<file path="src/swpc_pkg.sv">
// Package with constants and types for the sleep and wake power controller.
package swpc_pkg;

  // Register offsets on the plain register port.
  localparam logic [3:0] OFS_CTRL = 4'h0;
  localparam logic [3:0] OFS_WAKE_EN = 4'h4;
  localparam logic [3:0] OFS_SLEEP_CMD = 4'h8;
  localparam logic [3:0] OFS_STATUS = 4'hC;

  // Control register fields.
  localparam int CTRL_RESTORE_LSB = 0;   // Two bits: stay off, power on, last state.
  localparam int CTRL_DUAL_LED_BIT = 2;  // One when the front-panel LED has two colours.
  localparam int CTRL_PCI_EVENT_BIT = 3; // Master enable for PCI event wake.
  localparam int CTRL_BTN_SLEEP_LSB = 4; // Three-bit sleep code used by a short button press.
  localparam logic [6:0] CTRL_RESET = 7'h32;

  // After-AC-loss restore settings.
  localparam logic [1:0] RESTORE_OFF = 2'h0;
  localparam logic [1:0] RESTORE_ON = 2'h1;
  localparam logic [1:0] RESTORE_LAST = 2'h2;

  // Sleep codes written by software and used by the button.
  localparam logic [2:0] CODE_S1 = 3'h1;
  localparam logic [2:0] CODE_S3 = 3'h3;
  localparam logic [2:0] CODE_S4 = 3'h4;
  localparam logic [2:0] CODE_S5 = 3'h5;
  localparam int CMD_GO_BIT = 3;

  // Wake source slots, four sleep-state bits each: S1, S3, S4, S5 from bit 0 up.
  localparam int SRC_USB = 0;
  localparam int SRC_CIR = 1;
  localparam int SRC_PCI_EVENT = 2;
  localparam int SRC_PCIE_WAKE = 3;
  localparam int SRC_LAN = 4;
  localparam int SRC_N = 5;
  localparam logic [19:0] WAKE_EN_RESET = 20'h7F733;
  localparam logic [19:0] WAKE_EN_WMASK = 20'hF0FF3;
  localparam logic [19:0] WAKE_EN_FORCE = 20'h0F000;

  // Status register fields.
  localparam int STAT_STATE_LSB = 0;
  localparam int STAT_WAS_ON_BIT = 3;
  localparam int STAT_PS_ON_BIT = 4;
  localparam int STAT_AC_OK_BIT = 5;
  localparam int STAT_SRC_LSB = 8;
  localparam int STAT_BTN_BIT = 13;

  // Timing of the power switch.
  localparam int CLK_HZ = 50_000_000;
  localparam int BTN_LONG_S = 4;
  localparam int BTN_LONG_CYC = BTN_LONG_S * CLK_HZ;

  // Power states; G3 stands for AC power absent.
  typedef enum logic [2:0] {ST_S0, ST_S1, ST_S3, ST_S4, ST_S5, ST_G3} swpc_state_t;

endpackage : swpc_pkg

</file>
<file path="src/swpc_sync.sv">
// Two-flop synchroniser for asynchronous pins.
`timescale 1ns/100ps
module swpc_sync #(
  parameter int W = 1,
  parameter logic [W-1:0] INIT = '0
) (
  input wire logic ref_clk,         // System clock.
  input wire logic nrst,            // Synchronous reset, active low.
  input wire logic clk_en,          // Clock enable.
  input wire logic [W-1:0] d,       // Asynchronous input.
  output logic [W-1:0] q            // Synchronised output.
);

  logic [W-1:0] meta_r;

  // The first flop feeds only the second one, so metastability never reaches logic.
  always_ff @(posedge ref_clk) begin
    if (!nrst) begin
      meta_r <= INIT;
      q <= INIT;
    end else if (clk_en) begin
      meta_r <= d;
      q <= meta_r;
    end
  end

endmodule : swpc_sync

</file>
<file path="src/swpc_ctrl.sv">
// Sleep and wake power controller: state tracking, wake gating, supply, fans and LED.
//
// How it works
// - Fans run while the system is in S0.
// - Fans are off when off or in S3, S4 or S5.
// - A valid software soft-off drops main rails, standby logic stays alive.
// - After AC returns, restore on or off according to restore setting.
// - USB activity wakes the system from S1 or S3.
// - Infrared wakes from S1 and S3; from S4 and S5 only when enabled.
// - PCI event line wakes from any sleep state when its enable is on.
// - PCI Express wake line wakes from any sleep state, always enabled.
// - In S3 supply is off; LED amber if dual-colour, dark otherwise.
// - Any enabled wake during S3 returns the system to working state.
// - Short press toggles on, sleep or wake; press past four seconds forces soft-off.
// - Network and PCI event wake from S5 are off after reset.
//
// Our own choices: the strobed register port and the placing of the registers.
`timescale 1ns/100ps
module swpc_ctrl #(
  parameter int FAN_N = 2,
  parameter int BTN_LONG_CYC = swpc_pkg::BTN_LONG_CYC
) (
  input wire logic ref_clk,              // 50 MHz standby clock.
  input wire logic nrst,                 // Synchronous reset, active low.
  input wire logic clk_en,               // Freezes all state while low.
  input wire logic [3:0] reg_addr,       // Register byte address.
  input wire logic [31:0] reg_wdata,     // Register write data.
  input wire logic reg_wr,               // Write strobe.
  input wire logic reg_rd,               // Read strobe.
  output logic [31:0] reg_rdata,         // Read data, valid the cycle after the strobe.
  input wire logic pwr_btn_n,            // Front-panel power switch, low while pressed.
  input wire logic ac_ok,                // High while AC power is present.
  input wire logic usb_act,              // USB bus activity.
  input wire logic cir_act,              // Consumer infrared activity.
  input wire logic pci_event_n,          // PCI power event line, active low.
  input wire logic pcie_wake_n,          // PCI Express wake line, active low.
  input wire logic lan_wake,             // Network wake request.
  output logic ps_on,                    // Main supply on request.
  output logic [FAN_N-1:0] fan_en,       // Fan enables.
  output logic led_green,                // Front-panel LED, working colour.
  output logic led_amber                 // Front-panel LED, suspend colour.
);

  // Pins are synchronised; the inactive value is loaded at reset.
  logic [6:0] pin_raw;
  logic [6:0] pin_s;
  assign pin_raw = {lan_wake, pcie_wake_n, pci_event_n, cir_act, usb_act, ac_ok, pwr_btn_n};

  // The load value must match the idle level of every pin, or AC would look lost right after reset.
  swpc_sync #(
    .W(7),
    .INIT(7'h33)
  ) u_sync (
    .ref_clk(ref_clk),
    .nrst(nrst),
    .clk_en(clk_en),
    .d(pin_raw),
    .q(pin_s)
  );

  wire btn_down = ~pin_s[0];
  wire ac_now = pin_s[1];
  wire [swpc_pkg::SRC_N-1:0] src_act = {pin_s[6], ~pin_s[5], ~pin_s[4], pin_s[3], pin_s[2]};

  // Registers and state.
  swpc_pkg::swpc_state_t state_r, state_nxt;
  logic [6:0] ctrl_r;
  logic [19:0] wake_en_r;
  logic was_on_r, was_on_nxt;
  logic ac_prev_r;
  logic [swpc_pkg::SRC_N-1:0] wake_src_r, wake_src_nxt;
  logic btn_wake_r, btn_wake_nxt;
  logic btn_set;
  logic [31:0] btn_cnt_r;
  logic btn_long_r;
  logic btn_prev_r;
  logic ps_on_r;
  logic [FAN_N-1:0] fan_en_r;
  logic led_green_r, led_amber_r;
  logic [31:0] reg_rdata_r;

  // Register decode.
  wire wr_ctrl = reg_wr && (reg_addr == swpc_pkg::OFS_CTRL);
  wire wr_wake = reg_wr && (reg_addr == swpc_pkg::OFS_WAKE_EN);
  wire wr_cmd = reg_wr && (reg_addr == swpc_pkg::OFS_SLEEP_CMD);
  wire wr_stat = reg_wr && (reg_addr == swpc_pkg::OFS_STATUS);
  wire [1:0] restore_mode = ctrl_r[swpc_pkg::CTRL_RESTORE_LSB +: 2];
  wire dual_led = ctrl_r[swpc_pkg::CTRL_DUAL_LED_BIT];
  wire pci_event_en = ctrl_r[swpc_pkg::CTRL_PCI_EVENT_BIT];
  wire [2:0] btn_sleep_code = ctrl_r[swpc_pkg::CTRL_BTN_SLEEP_LSB +: 3];
  wire [2:0] cmd_code = reg_wdata[2:0];
  wire cmd_go = wr_cmd && reg_wdata[swpc_pkg::CMD_GO_BIT];

  // Effective enables: USB can never wake from S4 or S5, PCI Express wake is always on.
  // per state enables
  wire [19:0] wake_en_eff = (wake_en_r & swpc_pkg::WAKE_EN_WMASK) | swpc_pkg::WAKE_EN_FORCE;

  // Current sleep slot in each source's four enable bits.
  logic [1:0] slot;
  logic sleeping;
  always_comb begin
    slot = 2'h0;
    sleeping = 1'b1;
    unique case (state_r)
      swpc_pkg::ST_S1: slot = 2'h0;
      swpc_pkg::ST_S3: slot = 2'h1;
      swpc_pkg::ST_S4: slot = 2'h2;
      swpc_pkg::ST_S5: slot = 2'h3;
      swpc_pkg::ST_S0, swpc_pkg::ST_G3: sleeping = 1'b0;
    endcase
  end

  // One gate per source: active, enabled for this state, and sleeping.
  logic [swpc_pkg::SRC_N-1:0] src_hit;
  genvar gi;
  generate
    for (gi = 0; gi < swpc_pkg::SRC_N; gi++) begin : g_src
      assign src_hit[gi] = sleeping && src_act[gi] && wake_en_eff[gi*4 + slot];
    end
  endgenerate

  // S5 defaults come from reset value
  wire [swpc_pkg::SRC_N-1:0] src_gated = src_hit &
    ~(pci_event_en ? 5'h00 : (5'h01 << swpc_pkg::SRC_PCI_EVENT));
  wire wake_any = |src_gated;

  // Power switch timing. The counter saturates, so a held switch acts once.
  wire [31:0] btn_limit = 32'(BTN_LONG_CYC);
  wire btn_hit_long = btn_down && !btn_long_r && (btn_cnt_r + 32'h1 >= btn_limit);
  wire btn_short = btn_prev_r && !btn_down && !btn_long_r;

  // AC loss and return edges.
  wire ac_fall = ac_prev_r && !ac_now;
  wire ac_rise = !ac_prev_r && ac_now;

  // Maps a sleep code to a state; anything else is refused.
  function automatic logic code_ok(input logic [2:0] c);
    code_ok = (c == swpc_pkg::CODE_S1) || (c == swpc_pkg::CODE_S3) ||
              (c == swpc_pkg::CODE_S4) || (c == swpc_pkg::CODE_S5);
  endfunction : code_ok

  function automatic swpc_pkg::swpc_state_t code_state(input logic [2:0] c);
    code_state = swpc_pkg::ST_S5;
    if (c == swpc_pkg::CODE_S1) begin
      code_state = swpc_pkg::ST_S1;
    end else if (c == swpc_pkg::CODE_S3) begin
      code_state = swpc_pkg::ST_S3;
    end else if (c == swpc_pkg::CODE_S4) begin
      code_state = swpc_pkg::ST_S4;
    end
  endfunction : code_state

  // State transitions. Priority: AC, long press, short press, wake, software.
  always_comb begin
    state_nxt = state_r;
    was_on_nxt = was_on_r;
    btn_wake_nxt = btn_wake_r;
    btn_set = 1'b0;
    if (ac_fall) begin
      // The last state is kept so that the restore setting can use it.
      was_on_nxt = (state_r != swpc_pkg::ST_S5) && (state_r != swpc_pkg::ST_G3);
      state_nxt = swpc_pkg::ST_G3;
    end else if (state_r == swpc_pkg::ST_G3) begin
      if (ac_rise) begin
        if ((restore_mode == swpc_pkg::RESTORE_ON) ||
            ((restore_mode == swpc_pkg::RESTORE_LAST) && was_on_r)) begin
          state_nxt = swpc_pkg::ST_S0;
        end else begin
          state_nxt = swpc_pkg::ST_S5;
        end
      end
    end else if (btn_hit_long) begin
      state_nxt = swpc_pkg::ST_S5;
    end else if (btn_short) begin
      if (state_r == swpc_pkg::ST_S0) begin
        if (code_ok(btn_sleep_code)) begin
          state_nxt = code_state(btn_sleep_code);
        end
      end else begin
        state_nxt = swpc_pkg::ST_S0;
        btn_wake_nxt = 1'b1;
        btn_set = 1'b1;
      end
    end else if (wake_any) begin
      state_nxt = swpc_pkg::ST_S0;
    end else if (cmd_go && (state_r == swpc_pkg::ST_S0) && code_ok(cmd_code)) begin
      state_nxt = code_state(cmd_code);
    end
    if (wr_stat && reg_wdata[swpc_pkg::STAT_BTN_BIT]) begin
      // Only a button wake taken in this very cycle survives the clear.
      btn_wake_nxt = btn_set;
    end
  end

  // Sticky wake cause; a new wake in the clearing cycle wins over the clear.
  always_comb begin
    wake_src_nxt = wake_src_r;
    if (wr_stat) begin
      wake_src_nxt = wake_src_r & ~reg_wdata[swpc_pkg::STAT_SRC_LSB +: swpc_pkg::SRC_N];
    end
    if (state_nxt == swpc_pkg::ST_S0 && wake_any && !ac_fall && !btn_hit_long && !btn_short) begin
      wake_src_nxt = wake_src_nxt | src_gated;
    end
  end

  // Outputs decoded from the next state so they leave flip-flops in step with it.
  // fans on in S0
  wire fan_nxt = (state_nxt == swpc_pkg::ST_S0);
  // main rails only in S0 and S1
  wire ps_on_nxt = (state_nxt == swpc_pkg::ST_S0) || (state_nxt == swpc_pkg::ST_S1);
  wire amber_nxt = (state_nxt == swpc_pkg::ST_S3) && dual_led;
  wire green_nxt = ps_on_nxt;

  // Read mux; unmapped addresses read zero.
  wire [31:0] status_word = {18'h0, btn_wake_r, wake_src_r, 2'h0, ac_now, ps_on_r, was_on_r,
                             3'(state_r)};
  wire [31:0] rd_mux = (reg_addr == swpc_pkg::OFS_CTRL) ? {25'h0, ctrl_r} :
                       (reg_addr == swpc_pkg::OFS_WAKE_EN) ? {12'h0, wake_en_eff} :
                       (reg_addr == swpc_pkg::OFS_STATUS) ? status_word : 32'h0;

  // Configuration registers.
  always_ff @(posedge ref_clk) begin
    if (!nrst) begin
      ctrl_r <= swpc_pkg::CTRL_RESET;
      wake_en_r <= swpc_pkg::WAKE_EN_RESET;
    end else if (clk_en) begin
      if (wr_ctrl) begin
        ctrl_r <= reg_wdata[6:0];
      end
      if (wr_wake) begin
        wake_en_r <= reg_wdata[19:0];
      end
    end
  end

  // Power switch press timer.
  always_ff @(posedge ref_clk) begin
    if (!nrst) begin
      btn_cnt_r <= 32'h0;
      btn_long_r <= 1'b0;
      btn_prev_r <= 1'b0;
    end else if (clk_en) begin
      btn_prev_r <= btn_down;
      if (!btn_down) begin
        btn_cnt_r <= 32'h0;
        btn_long_r <= 1'b0;
      end else if (!btn_long_r) begin
        btn_cnt_r <= btn_cnt_r + 32'h1;
        btn_long_r <= btn_hit_long;
      end
    end
  end

  // State and status. Reset assumes AC present and the system off.
  always_ff @(posedge ref_clk) begin
    if (!nrst) begin
      state_r <= swpc_pkg::ST_S5;
      was_on_r <= 1'b0;
      ac_prev_r <= 1'b1;
      wake_src_r <= '0;
      btn_wake_r <= 1'b0;
    end else if (clk_en) begin
      state_r <= state_nxt;
      was_on_r <= was_on_nxt;
      ac_prev_r <= ac_now;
      wake_src_r <= wake_src_nxt;
      btn_wake_r <= btn_wake_nxt;
    end
  end

  // Output flops.
  always_ff @(posedge ref_clk) begin
    if (!nrst) begin
      ps_on_r <= 1'b0;
      fan_en_r <= '0;
      led_green_r <= 1'b0;
      led_amber_r <= 1'b0;
      reg_rdata_r <= 32'h0;
    end else if (clk_en) begin
      ps_on_r <= ps_on_nxt;
      fan_en_r <= {FAN_N{fan_nxt}};
      led_green_r <= green_nxt;
      led_amber_r <= amber_nxt;
      reg_rdata_r <= reg_rd ? rd_mux : 32'h0;
    end
  end

  assign ps_on = ps_on_r;
  assign fan_en = fan_en_r;
  assign led_green = led_green_r;
  assign led_amber = led_amber_r;
  assign reg_rdata = reg_rdata_r;

endmodule : swpc_ctrl

</file>
<file path="config.mk">
export PLATFORM = sky130hd
export DESIGN_NAME = swpc_ctrl
export DESIGN_NICKNAME = d
export VERILOG_FILES = /design/src/swpc_pkg.sv /design/src/swpc_sync.sv /design/src/swpc_ctrl.sv
export SDC_FILE = /design/constraint.sdc
export NUM_CORES = 1
export LEC_CHECK = 0
export BUFFER_PORTS_ARGS = -buffer_cell sky130_fd_sc_hd__buf_2
export CAP_MARGIN = 10
export CORE_MARGIN = 2
export CORE_UTILIZATION = 25
export CTS_BUF_LIST = sky130_fd_sc_hd__clkbuf_8
export DETAILED_ROUTE_END_ITERATION = 8
export PLACE_DENSITY_LB_ADDON = 0.1
export RECOVER_POWER = 50
export SLEW_MARGIN = 20
export SYNTH_ARGS = -nofsm -noshare
export SYNTH_HDL_FRONTEND = slang
export SYNTH_SLANG_ARGS = --single-unit
</file>
<file path="constraint.sdc">
create_clock -name ref_clk -period 5.7 [get_ports ref_clk]
set_input_delay 1.14 -clock ref_clk [delete_from_list [all_inputs] [get_ports ref_clk]]
set_output_delay 1.14 -clock ref_clk [all_outputs]
set_load 0.1 [all_outputs]
</file>
After elaboration in Yosys (flattened, before gate mapping)
Cells that the tools add are included.
{"block": "op_classes", "add_sub_neg": 5, "bitwise": 8, "order_cmp": 6, "n_reduce_logical": 56, "n_mux": 50, "n_eq_ne": 26}
{"op": "$mux W32", "n": 2}
{"op": "$mux W20", "n": 3}
{"op": "$mux W3", "n": 17}
{"op": "$add A32 B1 Y32 const B", "n": 1}
{"op": "$ge A32 B28 Y1 const B", "n": 1}
{"op": "$logic_and A1 B1 Y1", "n": 31}
{"op": "$bmux W1 S5", "n": 4}
{"op": "$mux W1", "n": 19}
{"op": "$eq A3 B3 Y1 const B", "n": 6}
{"op": "$eq A3 B2 Y1 const B", "n": 5}
{"op": "$mux W14", "n": 1}
{"op": "$lt A5 B6 Y1 const B", "n": 2}
{"op": "$add A4 B2 Y5 const A", "n": 2}
{"op": "$and A5 B5 Y5", "n": 2}
{"op": "$mux W5", "n": 2}
{"op": "$ne A2 B1 Y1 const B", "n": 5}
{"op": "$eq A3 B1 Y1 const B", "n": 3}
{"op": "$eq A4 B4 Y1 const B", "n": 2}
{"op": "$logic_or A1 B1 Y1", "n": 8}
{"op": "$reduce_and A2 Y1", "n": 4}
{"op": "$add A5 B2 Y6 const A", "n": 1}
{"op": "$logic_not A1 Y1", "n": 6}
{"op": "$logic_not A3 Y1", "n": 2}
{"op": "$lt A2 B6 Y1 const B", "n": 1}
{"op": "18 further kinds", "n": 21}
{"block": "word_totals", "regBits": 121, "out_inout_bits": 37, "word_cells": 167}

Longest topological paths before layout
{"block": "logic_depth", "depth_word": 19, "ltp_mapped": 11, "depth_no_buf": 10}

Cells and area by module
Synthesis repeated with hierarchy kept, for this count alone.
{"block": "unflattened", "hier_cells": 705, "hier_area_um2": 5459.0}
{"mod": "swpc_ctrl", "seq_area_each_um2": 1761.7, "area_per_inst_um2": 4936.0, "n_inst": 1, "cells_each": 660}
{"mod": "swpc_sync", "seq_area_each_um2": 280.3, "area_per_inst_um2": 523.0, "n_inst": 1, "cells_each": 45}

Least setup slack after synthesis
No wires, ideal clock.
{"block": "synth_path", "path_kind": "input port to flip-flop", "startpoint": "in reg_addr[3]", "endpoint": "reg wake_src_r[2] (netlist name)", "setup_ns": 0.117, "t_required_ns": 5.583, "cell_stages": 10, "t_arrival_ns": 2.750, "path_slack_ns": 2.832, "cell_sequence": "clkbuf_1 > nand4b_1 > nor4_1 > nand2_1 > nor2_1 > o22ai_1 > o31a_1 > o21ai_2 > nor3_4 > a32o_1"}
{"block": "synth_between", "elab_chain_len": 17, "elab_cells_between_ends": 21, "cone_classes": "2 x eq/ne; 8 x mux; 1 x bitwise; 10 x reduce/logical"}
{"item": "start: declaration", "line": "swpc_ctrl.sv:26", "text": "input wire logic [3:0] reg_addr,"}
{"item": "$eq A4 B4 Y1", "line": "swpc_ctrl.sv:85", "text": "wire wr_cmd = reg_wr && (reg_addr == swpc_pkg::OFS_SLEEP_CMD);"}
{"item": "$logic_and A1 B1 Y1", "line": "swpc_ctrl.sv:85"}
{"item": "$logic_and A1 B1 Y1", "line": "swpc_ctrl.sv:92", "text": "wire cmd_go = wr_cmd && reg_wdata[swpc_pkg::CMD_GO_BIT];"}
{"item": "$logic_and A1 B1 Y1 (2 in series)", "line": "swpc_ctrl.sv:186", "text": "end else if (cmd_go && (state_r == swpc_pkg::ST_S0) && code_ok(cmd_code)) begin"}
{"item": "$mux W3", "line": "swpc_ctrl.sv:186"}
{"item": "$mux W3", "line": "swpc_ctrl.sv:184", "text": "end else if (wake_any) begin"}
{"item": "$mux W3", "line": "swpc_ctrl.sv:174", "text": "end else if (btn_short) begin"}
{"item": "$mux W3", "line": "swpc_ctrl.sv:172", "text": "end else if (btn_hit_long) begin"}
{"item": "$mux W3", "line": "swpc_ctrl.sv:163", "text": "end else if (state_r == swpc_pkg::ST_G3) begin"}
{"item": "$mux W3", "line": "swpc_ctrl.sv:159", "text": "if (ac_fall) begin"}
{"item": "$logic_not A3 Y1", "line": "swpc_ctrl.sv:201", "text": "if (state_nxt == swpc_pkg::ST_S0 && wake_any && !ac_fall && !btn_hit_long && !btn_short) begin"}
{"item": "$logic_and A1 B1 Y1 (4 in series)", "line": "swpc_ctrl.sv:201"}
{"item": "$mux W5 *", "line": "swpc_ctrl.sv:201"}
{"item": "end signal: assignment", "line": "swpc_ctrl.sv:266", "text": "wake_src_r <= wake_src_nxt;"}
{"item": "end: declaration", "line": "swpc_ctrl.sv:71", "text": "logic [swpc_pkg::SRC_N-1:0] wake_src_r, wake_src_nxt;"}
Mark *: on every way between the ends. The rest lies on a longest branch, timed or not.
A chain may end at the register's enable or synchronous reset.

Final worst setup path
{"block": "layout_path", "startpoint": "in clk_en", "endpoint": "reg btn_cnt_r[23]"}
{"block": "layout_between", "elab_chain_len": 1}
{"item": "start: declaration", "line": "swpc_ctrl.sv:25", "text": "input wire logic clk_en,"}
{"item": "$reduce_and A2 Y1 (no line)"}
{"item": "end signal: assignment", "line": "swpc_ctrl.sv:248", "text": "btn_cnt_r <= btn_cnt_r + 32'h1;"}
{"item": "end: declaration", "line": "swpc_ctrl.sv:74", "text": "logic [31:0] btn_cnt_r;"}
No other way between the ends.

==> out/metrics.csv <==
metric,value,unit
die_w,153.8,um
ys_seq_area_share,36.41,%
final_design_area_no_fill,0.006216,mm^2
setup_viol,0,
ys_seq_elements,102,
port_buffers,58,
worstPathArrival,4.52,ns
area_growth,10.84,%
dp_hpwl,11.74,mm
r2r-start,state_r[2],
gr-total-overflow,0,
finalCriticalPeriod,4.233,ns
p_leak,2.227,nW
viasPerCell,4.912,
min_from,reg_rdata[5],
violations,"capacitance limit, slew limit",
gp_congestion,0.7934,
total_power,0.001403,W
synth.distinct_cells,79,
wl,16.47,mm
rsz0062_at_grt,no,
synthCells,707,
first_pass_iters,4,
dieHeight,153.8,um
startpoint,clk_en,
r2r_end,wake_src_r[4],
detail-route-antenna-nets,0,
cts_max_level,3,
worstSetupPathType,in -> reg,
drv_slew,34,
synthArstFlopShare,0,%
hold_viol,0,
worstMarginPinSlew,2.065,ns
vias,4995,
core_area,0.02189,mm^2
ys.flop_type,dfxtp_1,
clk_pin_slew,0.11,ns
clock_path_buffers,2,
grt_pass1_vias,4960,
yosys-top-cells-count,"114 x nand2_1, 102 x dfxtp_1, 41 x nor2_1",
r2r_cells,8,
timing.reg2reg.setup_slack,2.45,ns
grt_use_total,14.00,%
period_share,74.27,%
root_buffer,clkbuf_8,
synth_warnings,0,
synth_top_cell_by_area,dfxtp_1,
synth_area,0.005608,mm^2
clk_latency,0.40,ns
post_cts_buffers,0,
ioPinCount,85,
path_max_fanout,33,
die_area,0.02365,mm^2
worstHoldPathType,reg -> reg,
cts_num_sinks,102,
cellPowerDensity,225.7,mW/mm^2
nNetsFinal,781,
skew,0.02060,ns
drc,0,
cp-end-kind,register,
grt_max_degree,72,
maxCapViolations,1,
grt_pass1_wl,26.77,mm
yosysMostFrequentCell,nand2_1,
worstPathRequired,5.99,ns
cts_buffers,9,
worstSetupStartpointType,input port,
slew_headroom,-37.66,%
min_to,reg_rdata[5],
holdPathStages,2,
nFillCells,2440,
synth_edf_count,0,
ir_worst_vdd,0.0001244,V
placed_area,0.006037,mm^2
synth.area.top_cells,"dfxtp_1 36%, nand2_1 7.6%, mux2i_1 3.9%",
drtIter0Drc,183,
syn_avg_cell_area,7.932,um^2
hold_buffers,0,
finalSetupTns,0,ns
fmax,0.2362,GHz
wire_per_inst,16.19,um
initial_core_util,25.62,%
cts_tree,built,
antenna_cells,0,
num_rows,54,
antenna_found_initial,0,
drive_above_1_share,11.13,%
synthDominantCellAreaShare,36.41,%
cts_resized,0,
status,"finished, violations left",
## critical path: stages
cell,delay (ns)
clkbuf_1,1.45
o21ai_0,1.00
clkbuf_1,0.45
o21ai_0,0.21
o21ai_0,0.11
and2_1,0.16
## layout by cell type (no fill, tap or decap), types with 5 or more instances in the layout
cell,n
a21boi_0,22
a21oi_1,32
a22oi_1,12
a31oi_1,7
a32o_1,6
and2_1,14
and3_1,7
buf_2,32
buf_4,5
clkbuf_1,27
clkbuf_8,9
conb_1,12
dfxtp_1,102
inv_1,12
mux2i_1,22
nand2_1,114
nand2b_1,5
nand3_1,36
nand4_1,14
nor2_1,40
nor2b_1,34
nor3_1,21
o21ai_0,33
or3_1,6
xnor2_1,11
## cells by family after synthesis
group,Yosys count,synth area share [%]
fa+ha+maj,1,0.2231
buf+inv,74,6.180
flops,102,36.41
mux,24,4.395
other cells,1,0.06687
simple gates,336,31.57
xor+xnor,14,2.187
compound gates,155,18.96
## worst max path at each step
stage                     to  cells after the start
2_1_floorplan  wake_src_r[2]                     10
3_3_place_gp    reg_rdata[6]                      5
3_5_place_dp    reg_rdata[6]                      5
4_1_cts        wake_src_r[4]                      8
5_1_grt        btn_cnt_r[18]                      6
6_report       btn_cnt_r[23]                      6
## sequential cells by signal, summed over array words and instances (netlist names), 3 cells and up
register	count
wake_src_r	5
u_sync.q	7
u_sync.meta_r	7
state_r	3
reg_rdata	19
btn_cnt_r	32
wake_en_r	14
ctrl_r	7
## area by class of cell
class | instances | area [um^2] | area share (%)
tap | 280 | 350.3 | 5.636
clock buffer | 9 | 123.9 | 1.993
multi-input combinational | 542 | 3269 | 52.60
sequential | 102 | 2042 | 32.85
inverter | 13 | 48.80 | 0.7850
clock inverter | 7 | 82.58 | 1.329
timing repair buffer | 64 | 299.0 | 4.811
## per-layer routing
metal | vias up | share of wire [%] | track usage, %
li1 | 2527 | - | -
met1 | 2370 | 48 | 18.70
met2 | 84 | 47 | 23.07
met3 | 14 | 3.3 | 2.875
met4 | 0 | 1.7 | 3.626
met5 | - | 0 | 0
## report_power, final
part / internal [W] / leakage (nW) / total, W / switching, W
sequential: 0.000724 / 0.826 / 0.000739 / 0.0000151
combinational: 0.0000459 / 1.30 / 0.000181 / 0.000136
clock: 0.000174 / 0.104 / 0.000483 / 0.000308
total: 0.000944 / 2.23 / 0.00140 / 0.000459
## stage by stage
step                      hold slack, ns  util (%)  instances  setup WS (ns)
after global placement            0.4561     27.58       1001          2.218
after floorplan                   0.4413         -        718          2.832
after detailed placement          0.4668     27.58       1001          2.202
final                             0.4804     28.40       1017          1.467
after global routing              0.5105     28.40       1017          1.165
after CTS                         0.4820     28.52       1017          2.440
Note: power is estimated with default switching activity, not from simulation.
